**config.mk**
```make
export PLATFORM = sky130hd
export DESIGN_NAME = iox_top
export DESIGN_NICKNAME = d
export VERILOG_FILES = /design/src/hw/iox_port_drive.v /design/src/hw/iox_sync.v /design/src/hw/iox_top.v
export VERILOG_INCLUDE_DIRS = /design/src /design/src/shared
export SDC_FILE = /design/constraint.sdc
export NUM_CORES = 1
export LEC_CHECK = 0
export ABC_CLOCK_PERIOD_IN_PS = 2200
export BUFFER_PORTS_ARGS = -buffer_cell sky130_fd_sc_hd__buf_2
export CORE_MARGIN = 5
export CORE_UTILIZATION = 51
export DETAILED_ROUTE_END_ITERATION = 8
export GPL_TIMING_DRIVEN = 0
export HOLD_SLACK_MARGIN = 0.08
export MAX_ROUTING_LAYER = met4
export PLACE_DENSITY = 0.79
export SYNTH_ARGS = -nofsm -noshare
export SYNTH_HDL_FRONTEND = slang
export SYNTH_HIERARCHICAL = 1
export SYNTH_SLANG_ARGS = --single-unit
```
**constraint.sdc**
```tcl
create_clock -name clk -period 2.2 [get_ports clk]
set_clock_uncertainty 0.2 [all_clocks]
set_input_delay 0.44 -clock clk [delete_from_list [all_inputs] [get_ports clk]]
set_output_delay 0.44 -clock clk [all_outputs]
set_load 0.05 [all_outputs]
```
**src/shared/iox_defs.vh**
```
// Constants for the 16-bit two-wire I/O expander
//
// Operation
// - Match address against three select pins
// - Address upper four bits fixed 0100
// - Last address bit 1 read, 0 write
// - Byte after write address is pointer
// - Pointer selects eight registers, 00h-07h
// - Input registers show pins; writes ignored
// - Drive bits affect output pins only
// - Drive register reads return written value
// - Invert bit flips input register bit
// - Direction 1 input, 0 output
// - Output pin drives its drive bit
// - Reset gives documented register defaults
// - Input pin edge raises interrupt
// - Clear on reversion or input read
// - Read clear at acknowledge rising edge
// - Later changes raise interrupt again
// - Output pins never raise interrupt
// - Interrupt open-drain, active low
// - Write: address, command, then data
// - Written bytes alternate within pair
// - Any number of written bytes
// - Read via repeated start, alternating pair
// - Read byte captured at ack fall
`ifndef IOX_DEFS_VH
`define IOX_DEFS_VH

// Fixed upper part of the slave address
`define IOX_ADDR_FIXED      4'b0100

// Register selects
`define IOX_REG_PIN_LO      3'h0
`define IOX_REG_PIN_HI      3'h1
`define IOX_REG_DRV_LO      3'h2
`define IOX_REG_DRV_HI      3'h3
`define IOX_REG_INV_LO      3'h4
`define IOX_REG_INV_HI      3'h5
`define IOX_REG_DIR_LO      3'h6
`define IOX_REG_DIR_HI      3'h7

// Reset values
`define IOX_RST_DRV         8'hff
`define IOX_RST_INV         8'h00
`define IOX_RST_DIR         8'hff
`define IOX_RST_PTR         3'h0

// Bits per byte on the wire
`define IOX_BYTE_BITS       4'h8
`define IOX_LAST_BIT        4'h7

`endif

```
**src/hw/iox_port_drive.v**
```verilog
// Pin driver control for one eight-bit port
`include "iox_defs.vh"
`timescale 1ns/1ns
module iox_port_drive
(
  input  wire       clk,
  input  wire       nrst,
  input  wire [7:0] drive_level,
  input  wire [7:0] direction,
  output reg  [7:0] pin_out,
  output reg  [7:0] pin_oe
);

  // Registered so the pins cannot glitch on decode
  always @(posedge clk or negedge nrst)
  begin
    if (!nrst)
    begin
      pin_out <= `IOX_RST_DRV;
      pin_oe  <= 8'h00;
    end
    else
    begin
      pin_out <= drive_level;
      pin_oe  <= ~direction;
    end
  end

endmodule // iox_port_drive

```
**src/hw/iox_sync.v**
```verilog
// Two-stage synchroniser for pin inputs
`timescale 1ns/1ns
module iox_sync
#(
  parameter WIDTH = 21
)
(
  input  wire             clk,
  input  wire             nrst,
  input  wire [WIDTH-1:0] async_in,
  output reg  [WIDTH-1:0] sync_out
);

  reg [WIDTH-1:0] stage1;

  // First stage feeds only the second; reset value low
  always @(posedge clk or negedge nrst)
  begin
    if (!nrst)
    begin
      stage1   <= {WIDTH{1'b0}};
      sync_out <= {WIDTH{1'b0}};
    end
    else
    begin
      stage1   <= async_in;
      sync_out <= stage1;
    end
  end

endmodule // iox_sync

```
**src/hw/iox_top.v**
```verilog
// Two-wire slave I/O expander: bus engine, registers, interrupt
`include "iox_defs.vh"
`timescale 1ns/1ns
module iox_top
(
  input  wire       clk,
  input  wire       nrst,
  input  wire       addr_sel_bit0,
  input  wire       addr_sel_bit1,
  input  wire       addr_sel_bit2,
  input  wire       scl_in,
  input  wire       sda_in,
  output reg        sda_out,
  output reg        sda_oe,
  input  wire [7:0] port_low_in,
  input  wire [7:0] port_high_in,
  output wire [7:0] port_low_out,
  output wire [7:0] port_low_oe,
  output wire [7:0] port_high_out,
  output wire [7:0] port_high_oe,
  output reg        int_n_out,
  output reg        int_n_oe
);

  // Bus engine states
  localparam ST_IDLE  = 4'h0;
  localparam ST_ADDR  = 4'h1;
  localparam ST_AACK  = 4'h2;
  localparam ST_CMD   = 4'h3;
  localparam ST_CACK  = 4'h4;
  localparam ST_WDATA = 4'h5;
  localparam ST_WACK  = 4'h6;
  localparam ST_RDATA = 4'h7;
  localparam ST_RACK  = 4'h8;

  wire [20:0] sync_bus;
  wire        scl_s;
  wire        sda_s;
  wire [2:0]  addr_sel;
  wire [15:0] pin_s;

  reg         scl_d;
  reg         sda_d;
  reg  [3:0]  state;
  reg  [3:0]  bit_cnt;
  reg  [7:0]  rx_shift;
  reg  [7:0]  tx_shift;
  reg         rw_bit;
  reg         nack;
  reg  [2:0]  ptr;
  reg  [15:0] drive_level;
  reg  [15:0] invert;
  reg  [15:0] direction;
  reg  [15:0] int_ref;
  reg         ref_valid;
  reg  [1:0]  ref_wait;
  reg  [7:0]  cap_raw;

  wire        scl_rise;
  wire        scl_fall;
  wire        bus_start;
  wire        bus_stop;
  wire [6:0]  own_addr;
  wire [15:0] pin_view;
  wire [15:0] changed;
  wire [7:0]  rd_cur;
  wire [7:0]  rd_pair;

  // All pins are asynchronous to clk
  iox_sync #(.WIDTH(21)) u_sync
  (
    .clk      (clk),
    .nrst     (nrst),
    .async_in ({scl_in, sda_in, addr_sel_bit2, addr_sel_bit1, addr_sel_bit0,
                port_high_in, port_low_in}),
    .sync_out (sync_bus)
  );

  assign scl_s    = sync_bus[20];
  assign sda_s    = sync_bus[19];
  assign addr_sel = sync_bus[18:16];
  assign pin_s    = sync_bus[15:0];

  // Bus events from the synchronised lines
  assign scl_rise  = scl_s & ~scl_d;
  assign scl_fall  = ~scl_s & scl_d;
  assign bus_start = scl_s & scl_d & sda_d & ~sda_s;
  assign bus_stop  = scl_s & scl_d & ~sda_d & sda_s;
  assign own_addr  = {`IOX_ADDR_FIXED, addr_sel};

  // Level seen by software, inverted per bit
  assign pin_view = pin_s ^ invert;

  // Only input pins that moved from the reference count
  assign changed = (pin_s ^ int_ref) & direction;

  // Register readback by pointer; low three bits only
  function [7:0] reg_read;
    input [2:0]  sel;
    input [15:0] view;
    input [15:0] drv;
    input [15:0] inv;
    input [15:0] dir;
    begin
      if (sel == `IOX_REG_PIN_LO)
        reg_read = view[7:0];
      else if (sel == `IOX_REG_PIN_HI)
        reg_read = view[15:8];
      else if (sel == `IOX_REG_DRV_LO)
        reg_read = drv[7:0];
      else if (sel == `IOX_REG_DRV_HI)
        reg_read = drv[15:8];
      else if (sel == `IOX_REG_INV_LO)
        reg_read = inv[7:0];
      else if (sel == `IOX_REG_INV_HI)
        reg_read = inv[15:8];
      else if (sel == `IOX_REG_DIR_LO)
        reg_read = dir[7:0];
      else
        reg_read = dir[15:8];
    end
  endfunction

  // Other register of the same pair
  function [2:0] pair_next;
    input [2:0] sel;
    begin
      pair_next = sel ^ 3'h1;
    end
  endfunction

  // True for the two input registers
  function is_pin_reg;
    input [2:0] sel;
    begin
      is_pin_reg = (sel[2:1] == 2'b00);
    end
  endfunction

  // Byte to send now, and the one after a master ack
  assign rd_cur  = reg_read(ptr, pin_view, drive_level, invert, direction);
  assign rd_pair = reg_read(pair_next(ptr), pin_view, drive_level, invert, direction);

  // Previous line levels for edge finding
  always @(posedge clk or negedge nrst)
  begin
    if (!nrst)
    begin
      scl_d <= 1'b1;
      sda_d <= 1'b1;
    end
    else
    begin
      scl_d <= scl_s;
      sda_d <= sda_s;
    end
  end

  // Bus engine and register file
  always @(posedge clk or negedge nrst)
  begin
    if (!nrst)
    begin
      state       <= ST_IDLE;
      bit_cnt     <= 4'h0;
      rx_shift    <= 8'h00;
      tx_shift    <= 8'h00;
      rw_bit      <= 1'b0;
      nack        <= 1'b0;
      sda_oe      <= 1'b0;
      ptr         <= `IOX_RST_PTR;
      drive_level <= {`IOX_RST_DRV, `IOX_RST_DRV};
      invert      <= {`IOX_RST_INV, `IOX_RST_INV};
      direction   <= {`IOX_RST_DIR, `IOX_RST_DIR};
      cap_raw     <= 8'h00;
    end
    else if (bus_stop)
    begin
      // A stop ends anything, and frees the data line
      state   <= ST_IDLE;
      sda_oe  <= 1'b0;
      bit_cnt <= 4'h0;
    end
    else if (bus_start)
    begin
      // Start or repeated start; pointer is kept for reads
      state   <= ST_ADDR;
      sda_oe  <= 1'b0;
      bit_cnt <= 4'h0;
    end
    else
    begin
      case (state)
        ST_ADDR, ST_CMD, ST_WDATA:
        begin
          if (scl_rise && bit_cnt != `IOX_BYTE_BITS)
          begin
            rx_shift <= {rx_shift[6:0], sda_s};
            bit_cnt  <= bit_cnt + 4'h1;
          end
          else if (scl_fall && bit_cnt == `IOX_BYTE_BITS)
          begin
            bit_cnt <= 4'h0;
            if (state == ST_ADDR)
            begin
              if (rx_shift[7:1] == own_addr)
              begin
                rw_bit <= rx_shift[0];
                sda_oe <= 1'b1;
                state  <= ST_AACK;
              end
              else
              begin
                state <= ST_IDLE;
              end
            end
            else if (state == ST_CMD)
            begin
              ptr    <= rx_shift[2:0];
              sda_oe <= 1'b1;
              state  <= ST_CACK;
            end
            else
            begin
              // Input registers silently drop writes
              if (ptr == `IOX_REG_DRV_LO)
                drive_level[7:0] <= rx_shift;
              else if (ptr == `IOX_REG_DRV_HI)
                drive_level[15:8] <= rx_shift;
              else if (ptr == `IOX_REG_INV_LO)
                invert[7:0] <= rx_shift;
              else if (ptr == `IOX_REG_INV_HI)
                invert[15:8] <= rx_shift;
              else if (ptr == `IOX_REG_DIR_LO)
                direction[7:0] <= rx_shift;
              else if (ptr == `IOX_REG_DIR_HI)
                direction[15:8] <= rx_shift;
              ptr    <= pair_next(ptr);
              sda_oe <= 1'b1;
              state  <= ST_WACK;
            end
          end
        end

        ST_AACK:
        begin
          if (scl_fall)
          begin
            if (rw_bit)
            begin
              // Snapshot taken at the ack clock fall
              tx_shift <= rd_cur;
              cap_raw  <= ptr[0] ? pin_s[15:8] : pin_s[7:0];
              sda_oe   <= ~rd_cur[7];
              state    <= ST_RDATA;
            end
            else
            begin
              sda_oe <= 1'b0;
              state  <= ST_CMD;
            end
          end
        end

        ST_CACK, ST_WACK:
        begin
          if (scl_fall)
          begin
            sda_oe <= 1'b0;
            state  <= ST_WDATA;
          end
        end

        ST_RDATA:
        begin
          if (scl_fall)
          begin
            if (bit_cnt == `IOX_LAST_BIT)
            begin
              sda_oe  <= 1'b0;
              bit_cnt <= 4'h0;
              state   <= ST_RACK;
            end
            else
            begin
              tx_shift <= {tx_shift[6:0], 1'b0};
              sda_oe   <= ~tx_shift[6];
              bit_cnt  <= bit_cnt + 4'h1;
            end
          end
        end

        ST_RACK:
        begin
          if (scl_rise)
          begin
            nack <= sda_s;
          end
          else if (scl_fall)
          begin
            // Pointer moves on even after the last byte
            ptr <= pair_next(ptr);
            if (!nack)
            begin
              tx_shift <= rd_pair;
              cap_raw  <= ptr[0] ? pin_s[7:0] : pin_s[15:8];
              sda_oe   <= ~rd_pair[7];
              state    <= ST_RDATA;
            end
            else
            begin
              state <= ST_IDLE;
            end
          end
        end

        default:
        begin
          sda_oe <= 1'b0;
          state  <= ST_IDLE;
        end
      endcase
    end
  end

  // Interrupt reference: taken after reset, renewed by input reads
  always @(posedge clk or negedge nrst)
  begin
    if (!nrst)
    begin
      int_ref   <= 16'h0000;
      ref_valid <= 1'b0;
      ref_wait  <= 2'h0;
    end
    else if (!ref_valid)
    begin
      // Synchroniser resets low; wait until it shows the pins, else a false interrupt
      int_ref   <= pin_s;
      ref_wait  <= ref_wait + 2'h1;
      ref_valid <= (ref_wait == 2'h2);
    end
    else if (state == ST_RACK && scl_rise && !bus_start && !bus_stop && is_pin_reg(ptr))
    begin
      // Uses the snapshot, so a change since capture stays pending
      if (ptr[0])
        int_ref[15:8] <= cap_raw;
      else
        int_ref[7:0] <= cap_raw;
    end
  end

  // Open-drain interrupt; low side only, released when equal
  always @(posedge clk or negedge nrst)
  begin
    if (!nrst)
    begin
      int_n_out <= 1'b0;
      int_n_oe  <= 1'b0;
    end
    else
    begin
      int_n_out <= 1'b0;
      int_n_oe  <= ref_valid & (|changed);
    end
  end

  // Data line only ever pulled low
  always @(posedge clk or negedge nrst)
  begin
    if (!nrst)
      sda_out <= 1'b0;
    else
      sda_out <= 1'b0;
  end

  // Pin drivers per port
  iox_port_drive u_drive_low
  (
    .clk         (clk),
    .nrst        (nrst),
    .drive_level (drive_level[7:0]),
    .direction   (direction[7:0]),
    .pin_out     (port_low_out),
    .pin_oe      (port_low_oe)
  );

  iox_port_drive u_drive_high
  (
    .clk         (clk),
    .nrst        (nrst),
    .drive_level (drive_level[15:8]),
    .direction   (direction[15:8]),
    .pin_out     (port_high_out),
    .pin_oe      (port_high_oe)
  );

endmodule // iox_top

```
==> flow_metrics.py, run 1 <==
metrics = {
    "cts": {
        "clkSinkCount": 181,
        "clk_latency_ps": 430,
        "cts_tree": "done",
        "cts_buffers": 17,
        "clk_path_buf_depth": 2,
        "path_clk_slew_ps": 70,
        "clockRootBuffer": "clkbuf_16",
        "htreeDepth": 4,
    },
    "grt": {
        "track_usage": 0.264,
        "grt_max_degree": 96,
        "grt.overflow.total": 0,
        "first_global_vias": 6480,
        "antenna_found_initial": 0,
        "grt_pass1_wl_microns": 38300,
    },
    "worst_setup_path": {
        "crit_chain": "or4b_4 -> o32ai_2 -> a31oi_1 -> o211ai_1 -> mux2_2",
        "cpMaxStageDelayCell": "or4b_4",
        "crit_type": "reg2reg",
        "cp_top_family": "simple AND/OR/NAND/NOR gates",
        "slowest_delay_ps": 680,
        "required_ps": 2370,
        "worstPathMaxFanout": 8,
        "reg2reg_slack_ps": -100,
        "crit_arrival_ps": 2470,
        "cp.buffers_inverters": 0,
        "setup.worst_path.start_class": "flip-flop",
        "cp_num_cells": 5,
        "r2r_start": "state[1]$_DFFE_PN0P_",
        "crit_start": "state[1]$_DFFE_PN0P_",
        "reg2reg_to": "tx_shift[2]$_DFFE_PN0P_",
        "rr_worst_depth": 5,
        "crit_end": "tx_shift[2]$_DFFE_PN0P_",
        "worstSetupEndpointType": "flip-flop",
    },
    "place": {
        "place_inst": 1018,
        "place_congestion": 1.01,
        "hpwl_microns": 16500,
        "portBuffers": 56,
    },
    "logic_synthesis": {
        "ys_seq_elements": 181,
        "synthCells": 740,
        "yosysWarnings": 6,
        "yosys-top-cells-area": "dfrtp_1 38%, dfstp_2 15%, mux2_2 8.9%",
        "ys_types": 72,
        "yosysTopAreaCell": "dfrtp_1",
        "ys_seq_area_frac": 0.535,
        "synth_top_area_frac": 0.382,
        "syn_avg_cell_area_sq_um": 11.6,
        "synth_most_common_cell": "dfrtp_1",
        "synth_edf_count": 0,
        "ys.flop_type": "dfrtp_1",
        "synth.top_cells.by_count": "131 x dfrtp_1, 68 x mux2_2, 50 x dfstp_2",
        "mappedNetlistArea_sq_um": 8590,
        "async_flop_share": 1.00,
    },
    "power": {
        "p_leak_nw": 4.62,
        "vdd_drop_max_v": 0.000514,
        "powerDensity_nw_per_um2": 626,
    },
    "timing": {
        "tns_ps": -913,
        "slew_headroom": 0.513,
        "min_period_ps": 2300,
        "max_freq_ghz": 0.435,
        "worst-slew-pin-transition_ps": 731,
        "rsz0062_at_grt": "yes",
        "min_period_over_period": 1.04,
        "finalMaxSlewViolations": 0,
        "final_hold_viol_count": 0,
        "setup_ws_ps": -98.0,
        "setup_viol": 25,
    },
    "die": {
        "num_rows": 47,
        "core_area_sq_um": 16500,
        "dieWidth_microns": 140,
        "dieArea_sq_um": 19500,
        "die_y_microns": 140,
        "start_util": 0.520,
        "ios": 59,
    },
    "outcome": {
        "violations": "negative setup slack",
        "status": "complete, but fails checks",
    },
    "cells_and_area": {
        "drive_above_1_share": 0.393,
        "antennaDiodeCount": 0,
        "fill_cells": 1256,
        "regArea_sq_um": 4600,
        "multiInputGateArea_sq_um": 4150,
        "area_growth_pct": 26.2,
        "fin_nets": 896,
        "fin_cells": 1103,
    },
    "detailed_routing": {
        "antenna_left": 0,
        "post_drt_wl_per_cell_microns": 22.2,
        "drc": 0,
        "wl_microns": 24500,
        "drt-initial-drc-count": 573,
        "vias_per_cell": 5.97,
        "vias": 6586,
        "dr.pass1.iters": 6,
    },
    "job": {
        "cap_violations": 0,
    },
    "hold_path": {
        "hp-class": "reg2reg",
    },
}
-- cells by family (layout without fill, tap and decap cells) --
| group | count (synthesis) | count (layout) | share of synthesized area |
|---|---|---|---|
| flip-flops | 181 | 181 | 0.535 |
| AO/OA/AOI/OAI | 166 | 166 | 0.132 |
| AND/OR/NAND/NOR | 153 | 153 | 0.0946 |
| multiplexers | 121 | 121 | 0.157 |
| buffers and inverters | 74 | 216 | 0.0350 |
| XOR/XNOR | 41 | 41 | 0.0418 |
| adder cells (fa/ha/maj) | 3 | 3 | 0.00437 |
| other | 1 | 2 | 0.000437 |
-- cell usage in the layout, fill, tap and decap left out, types with 6 or more instances in the layout --
cell           netlist  routed
nand2_1             42      36
nand3_1             10       8
xor2_1              25      24
buf_4                2      33
buf_2               11      57
a21oi_1             39      37
o21ai_0             33      31
mux2_4               0      25
clkbuf_4             0       9
o211ai_1             7       7
mux2i_1             48      45
dfrtp_1            131     127
a22oi_1             19      18
dfstp_2             50      50
clkbuf_16            0      17
dlygate4sd3_1        0      22
nor2_1              37      33
nor2b_1             12      10
buf_6                0      15
xnor2_1             16      15
a31oi_1              6       6
mux2_2              68      44
inv_1               28      26
-- power breakdown --
group	leakage, nW	internal, mW	total (mW)	switching (mW)
clock network	0.276	1.50	2.92	1.41
logic	2.24	0.169	0.380	0.212
registers	2.10	3.40	3.48	0.0769
total	4.62	5.08	6.78	1.70
-- routing by layer --
layer | share of wire | track usage | up-vias
li1 | - | - | 2923
met1 | 0.43 | 0.364 | 3322
met2 | 0.46 | 0.385 | 292
met3 | 0.084 | 0.0576 | 49
met4 | 0.031 | 0.0984 | 0
met5 | 0 | - | -
-- worst register-to-register path: cells and delay by family (launching register included) --
kind             cells  cell delay, ps
AO/OA/AOI/OAI        3             610
multiplexers         1             260
flip-flops           1             480
AND/OR/NAND/NOR      1             680
-- sequential cells by signal, indices dropped and copies added (netlist names), 2 cells and up --
register,flops
direction,16
u_drive_high/pin_oe,8
tx_shift,7
state,4
u_sync/sync_out,21
u_drive_high/pin_out,8
int_ref,16
invert,16
u_drive_low/pin_out,8
ptr,3
cap_raw,8
bit_cnt,4
ref_wait,2
u_drive_low/pin_oe,8
u_sync/stage1,21
drive_level,16
rx_shift,8
-- cell type report --
type                    count  share of cell area
repair buffers            115              0.0774
clock inverters            14              0.0125
plain buffers              38              0.0266
multi-input cells         486               0.383
flip-flops and latches    181               0.424
well taps                 220              0.0254
inverters                  31              0.0110
clock buffers              18              0.0396
-- stage by stage --
stage | hold WS, ps | setup slack [ps] | utilization | power [mW] | area (sq um)
after floorplan | -55.6 | -15.8 | - | 3.66 | 8630
after global placement | 132 | -2230 | 0.556 | 3.81 | 9180
after detailed placement | 135 | -661 | 0.558 | 3.83 | 9220
after CTS | 151 | -131 | 0.637 | 6.81 | 10500
after global routing | 156 | -140 | 0.656 | 7.03 | 10800
final | 150 | -98.0 | 0.656 | 6.78 | 10800
-- repair_timing --
action                                  4_1_cts  5_1_grt
setup buffers                                24       12
gates resized for setup                     103       59
endpoints found under the hold margin       104        0
endpoints found under the setup margin       89       81
gates cloned                                  0        0
pin swaps                                    12       18
hold buffers                                 22        0
-- worst min path at each step --
stage / startpoint / end / slack (ps) / cells past startpoint
2_1_floorplan: nrst / bit_cnt[0]$_DFFE_PN0P_ / -60 / 0
3_5_place_dp: u_sync/stage1[3]$_DFF_PN0_ / u_sync/sync_out[3]$_DFF_PN0_ / 130 / 0
3_3_place_gp: u_sync/stage1[19]$_DFF_PN0_ / u_sync/sync_out[19]$_DFF_PN0_ / 130 / 0
5_1_grt: u_sync/stage1[1]$_DFF_PN0_ / u_sync/sync_out[1]$_DFF_PN0_ / 160 / 0
6_report: u_sync/stage1[18]$_DFF_PN0_ / u_sync/sync_out[18]$_DFF_PN0_ / 150 / 0
4_1_cts: u_sync/stage1[19]$_DFF_PN0_ / u_sync/sync_out[19]$_DFF_PN0_ / 150 / 0
Note: power is estimated with default switching activity, not from simulation.
==> run 2: changes to the inputs <==
Settings changed: REMOVE_ABC_BUFFERS set to 1.
==> run 2 against run 1 <==
Against the previous run: the run still ends with negative setup slack left; final area fell by 0.21%; sequential power barely moved; wire length fell by 7.5%; power rose by 0.91%; critical endpoint is now invert[4]$_DFFE_PN0P_; highest routed layer unchanged.
==> flow_metrics.py, run 2 (synthesis results as in run 1) <==
metrics = {
    "cts": {
        "clockRootBuffer": "clkbuf_16",
        "clkSinkCount": 181,
        "cts_tree": "done",
        "cts_buffers": 17,
        "path_clk_slew_ps": 80,
        "clk_path_buf_depth": 2,
        "htreeDepth": 4,
        "clk_latency_ps": 440,
    },
    "timing": {
        "final_hold_viol_count": 0,
        "slew_headroom": 0.272,
        "max_freq_ghz": 0.430,
        "worst-slew-pin-transition_ps": 1090,
        "rsz0062_at_grt": "yes",
        "min_period_ps": 2320,
        "min_period_over_period": 1.06,
        "setup_viol": 44,
        "finalMaxSlewViolations": 0,
        "setup_ws_ps": -123,
    },
    "worst_setup_path": {
        "setup.worst_path.start_class": "flip-flop",
        "crit_arrival_ps": 2450,
        "r2r_start": "state[3]$_DFFE_PN0P_",
        "crit_type": "reg2reg",
        "crit_start": "state[3]$_DFFE_PN0P_",
        "worstPathMaxFanout": 9,
        "required_ps": 2330,
        "worstSetupEndpointType": "flip-flop",
    },
    "die": {
        "num_rows": 47,
        "dieArea_sq_um": 19500,
        "dieWidth_microns": 140,
        "die_y_microns": 140,
        "start_util": 0.520,
        "core_area_sq_um": 16500,
        "ios": 59,
    },
    "place": {
        "place_congestion": 0.943,
        "portBuffers": 56,
        "hpwl_microns": 13000,
    },
    "power": {
        "power_mw": 6.84,
        "p_leak_nw": 4.61,
        "powerDensity_nw_per_um2": 633,
        "vdd_drop_max_v": 0.000567,
    },
    "detailed_routing": {
        "antenna_left": 0,
        "vias": 6614,
        "vias_per_cell": 6.07,
        "wl_microns": 22700,
        "drt-initial-drc-count": 706,
        "post_drt_wl_per_cell_microns": 20.8,
        "dr.pass1.iters": 6,
        "drc": 0,
    },
    "grt": {
        "grt.overflow.total": 0,
        "grt_max_degree": 121,
        "grt_pass1_wl_microns": 35100,
        "antenna_found_initial": 0,
        "track_usage": 0.234,
        "first_global_vias": 6521,
    },
    "cells_and_area": {
        "fin_util": 0.654,
        "drive_above_1_share": 0.391,
        "mostFrequentLayoutCells": "124 x dfrtp_1, 57 x mux2_2, 55 x buf_2, 50 x dfstp_2, 46 x mux2i_1",
        "area_growth_pct": 25.9,
        "antennaDiodeCount": 0,
        "layout_commonest_cell": "dfrtp_1",
        "fin_nets": 883,
        "reg_top3": "u_sync/stage1: 21 flops, u_sync/sync_out: 21 flops",
    },
    "hold_path": {
        "hp-class": "reg2reg",
        "hold_start": "u_sync/stage1[19]$_DFF_PN0_",
    },
    "job": {
        "cap_violations": 0,
    },
    "outcome": {
        "status": "complete, but fails checks",
        "violations": "negative setup slack",
    },
}
==> run 2: final timing paths <==
| path | endpoint | slack (ps) | depth (start not counted) |
|---|---|---|---|
| min | u_sync/sync_out[19]$_DFF_PN0_ | 150 | 0 |
| max reg2reg | invert[4]$_DFFE_PN0P_ | -120 | 6 |
| min in group asynchronous | int_ref[4]$_DFFE_PN0P_ | 310 | 2 |
| max | invert[4]$_DFFE_PN0P_ | -120 | 6 |
| min reg2reg | u_sync/sync_out[19]$_DFF_PN0_ | 150 | 0 |
| max in group asynchronous | ptr[2]$_DFFE_PN0P_ | 500 | 3 |
==> run 2: cell type report <==
cell class | instances | area [sq um]
tap | 220 | 275
multi-input combinational | 487 | 4090
timing repair buffer | 139 | 1120
clock inverter | 14 | 158
inverter | 31 | 121
sequential | 181 | 4610
fill | 1161 | 5710
clock buffer | 18 | 439
==> run 2: power by group <==
group	total, mW	switching [mW]	internal (mW)
Sequential	3.50	0.0983	3.40
Clock	3.01	1.45	1.56
Combinational	0.331	0.178	0.153
Total	6.84	1.73	5.11
==> run 2: repair_timing <==
action                                  in CTS  in global routing
buffers inserted                            37                 18
pin swaps                                   15                 11
gates resized for setup                     56                 46
endpoints found under the hold margin       75                  0
gates cloned                                 2                  0
endpoints found under the setup margin      89                 79
hold buffers                                22                  0
==> run 2: metal layers <==
metal / wire length [microns] / global-route usage / vias up
met3: 2050 / 0.0384 / 93
met1: 9260 / 0.309 / 3232
li1: - / - / 2909
met4: 965 / 0.108 / 0
met2: 10400 / 0.355 / 380
met5: 0 / - / -
==> run 2: critical path, cell delays in order, from the launching register on <==
cell and delay [ps]:
dfrtp_2 480, nand2b_4 230, nor4_4 410, nand2_2 160, nor3_4 230, buf_6 160, mux2_2 330
==> run 2: stage by stage <==
step / hold slack, ps / area (sq um) / setup WS (ps) / cells / setup TNS, ps
after floorplan: -55.6 / 8410 / -1290 / 698 / -59590
after global placement: 133 / 8960 / -2590 / 974 / -500220
after detailed placement: 135 / 9070 / -907 / 979 / -56690
after CTS: 151 / 10500 / -83.8 / 1072 / -1410
after global routing: 154 / 10800 / -210 / 1090 / -6590
final: 148 / 10800 / -123 / 1090 / -3440
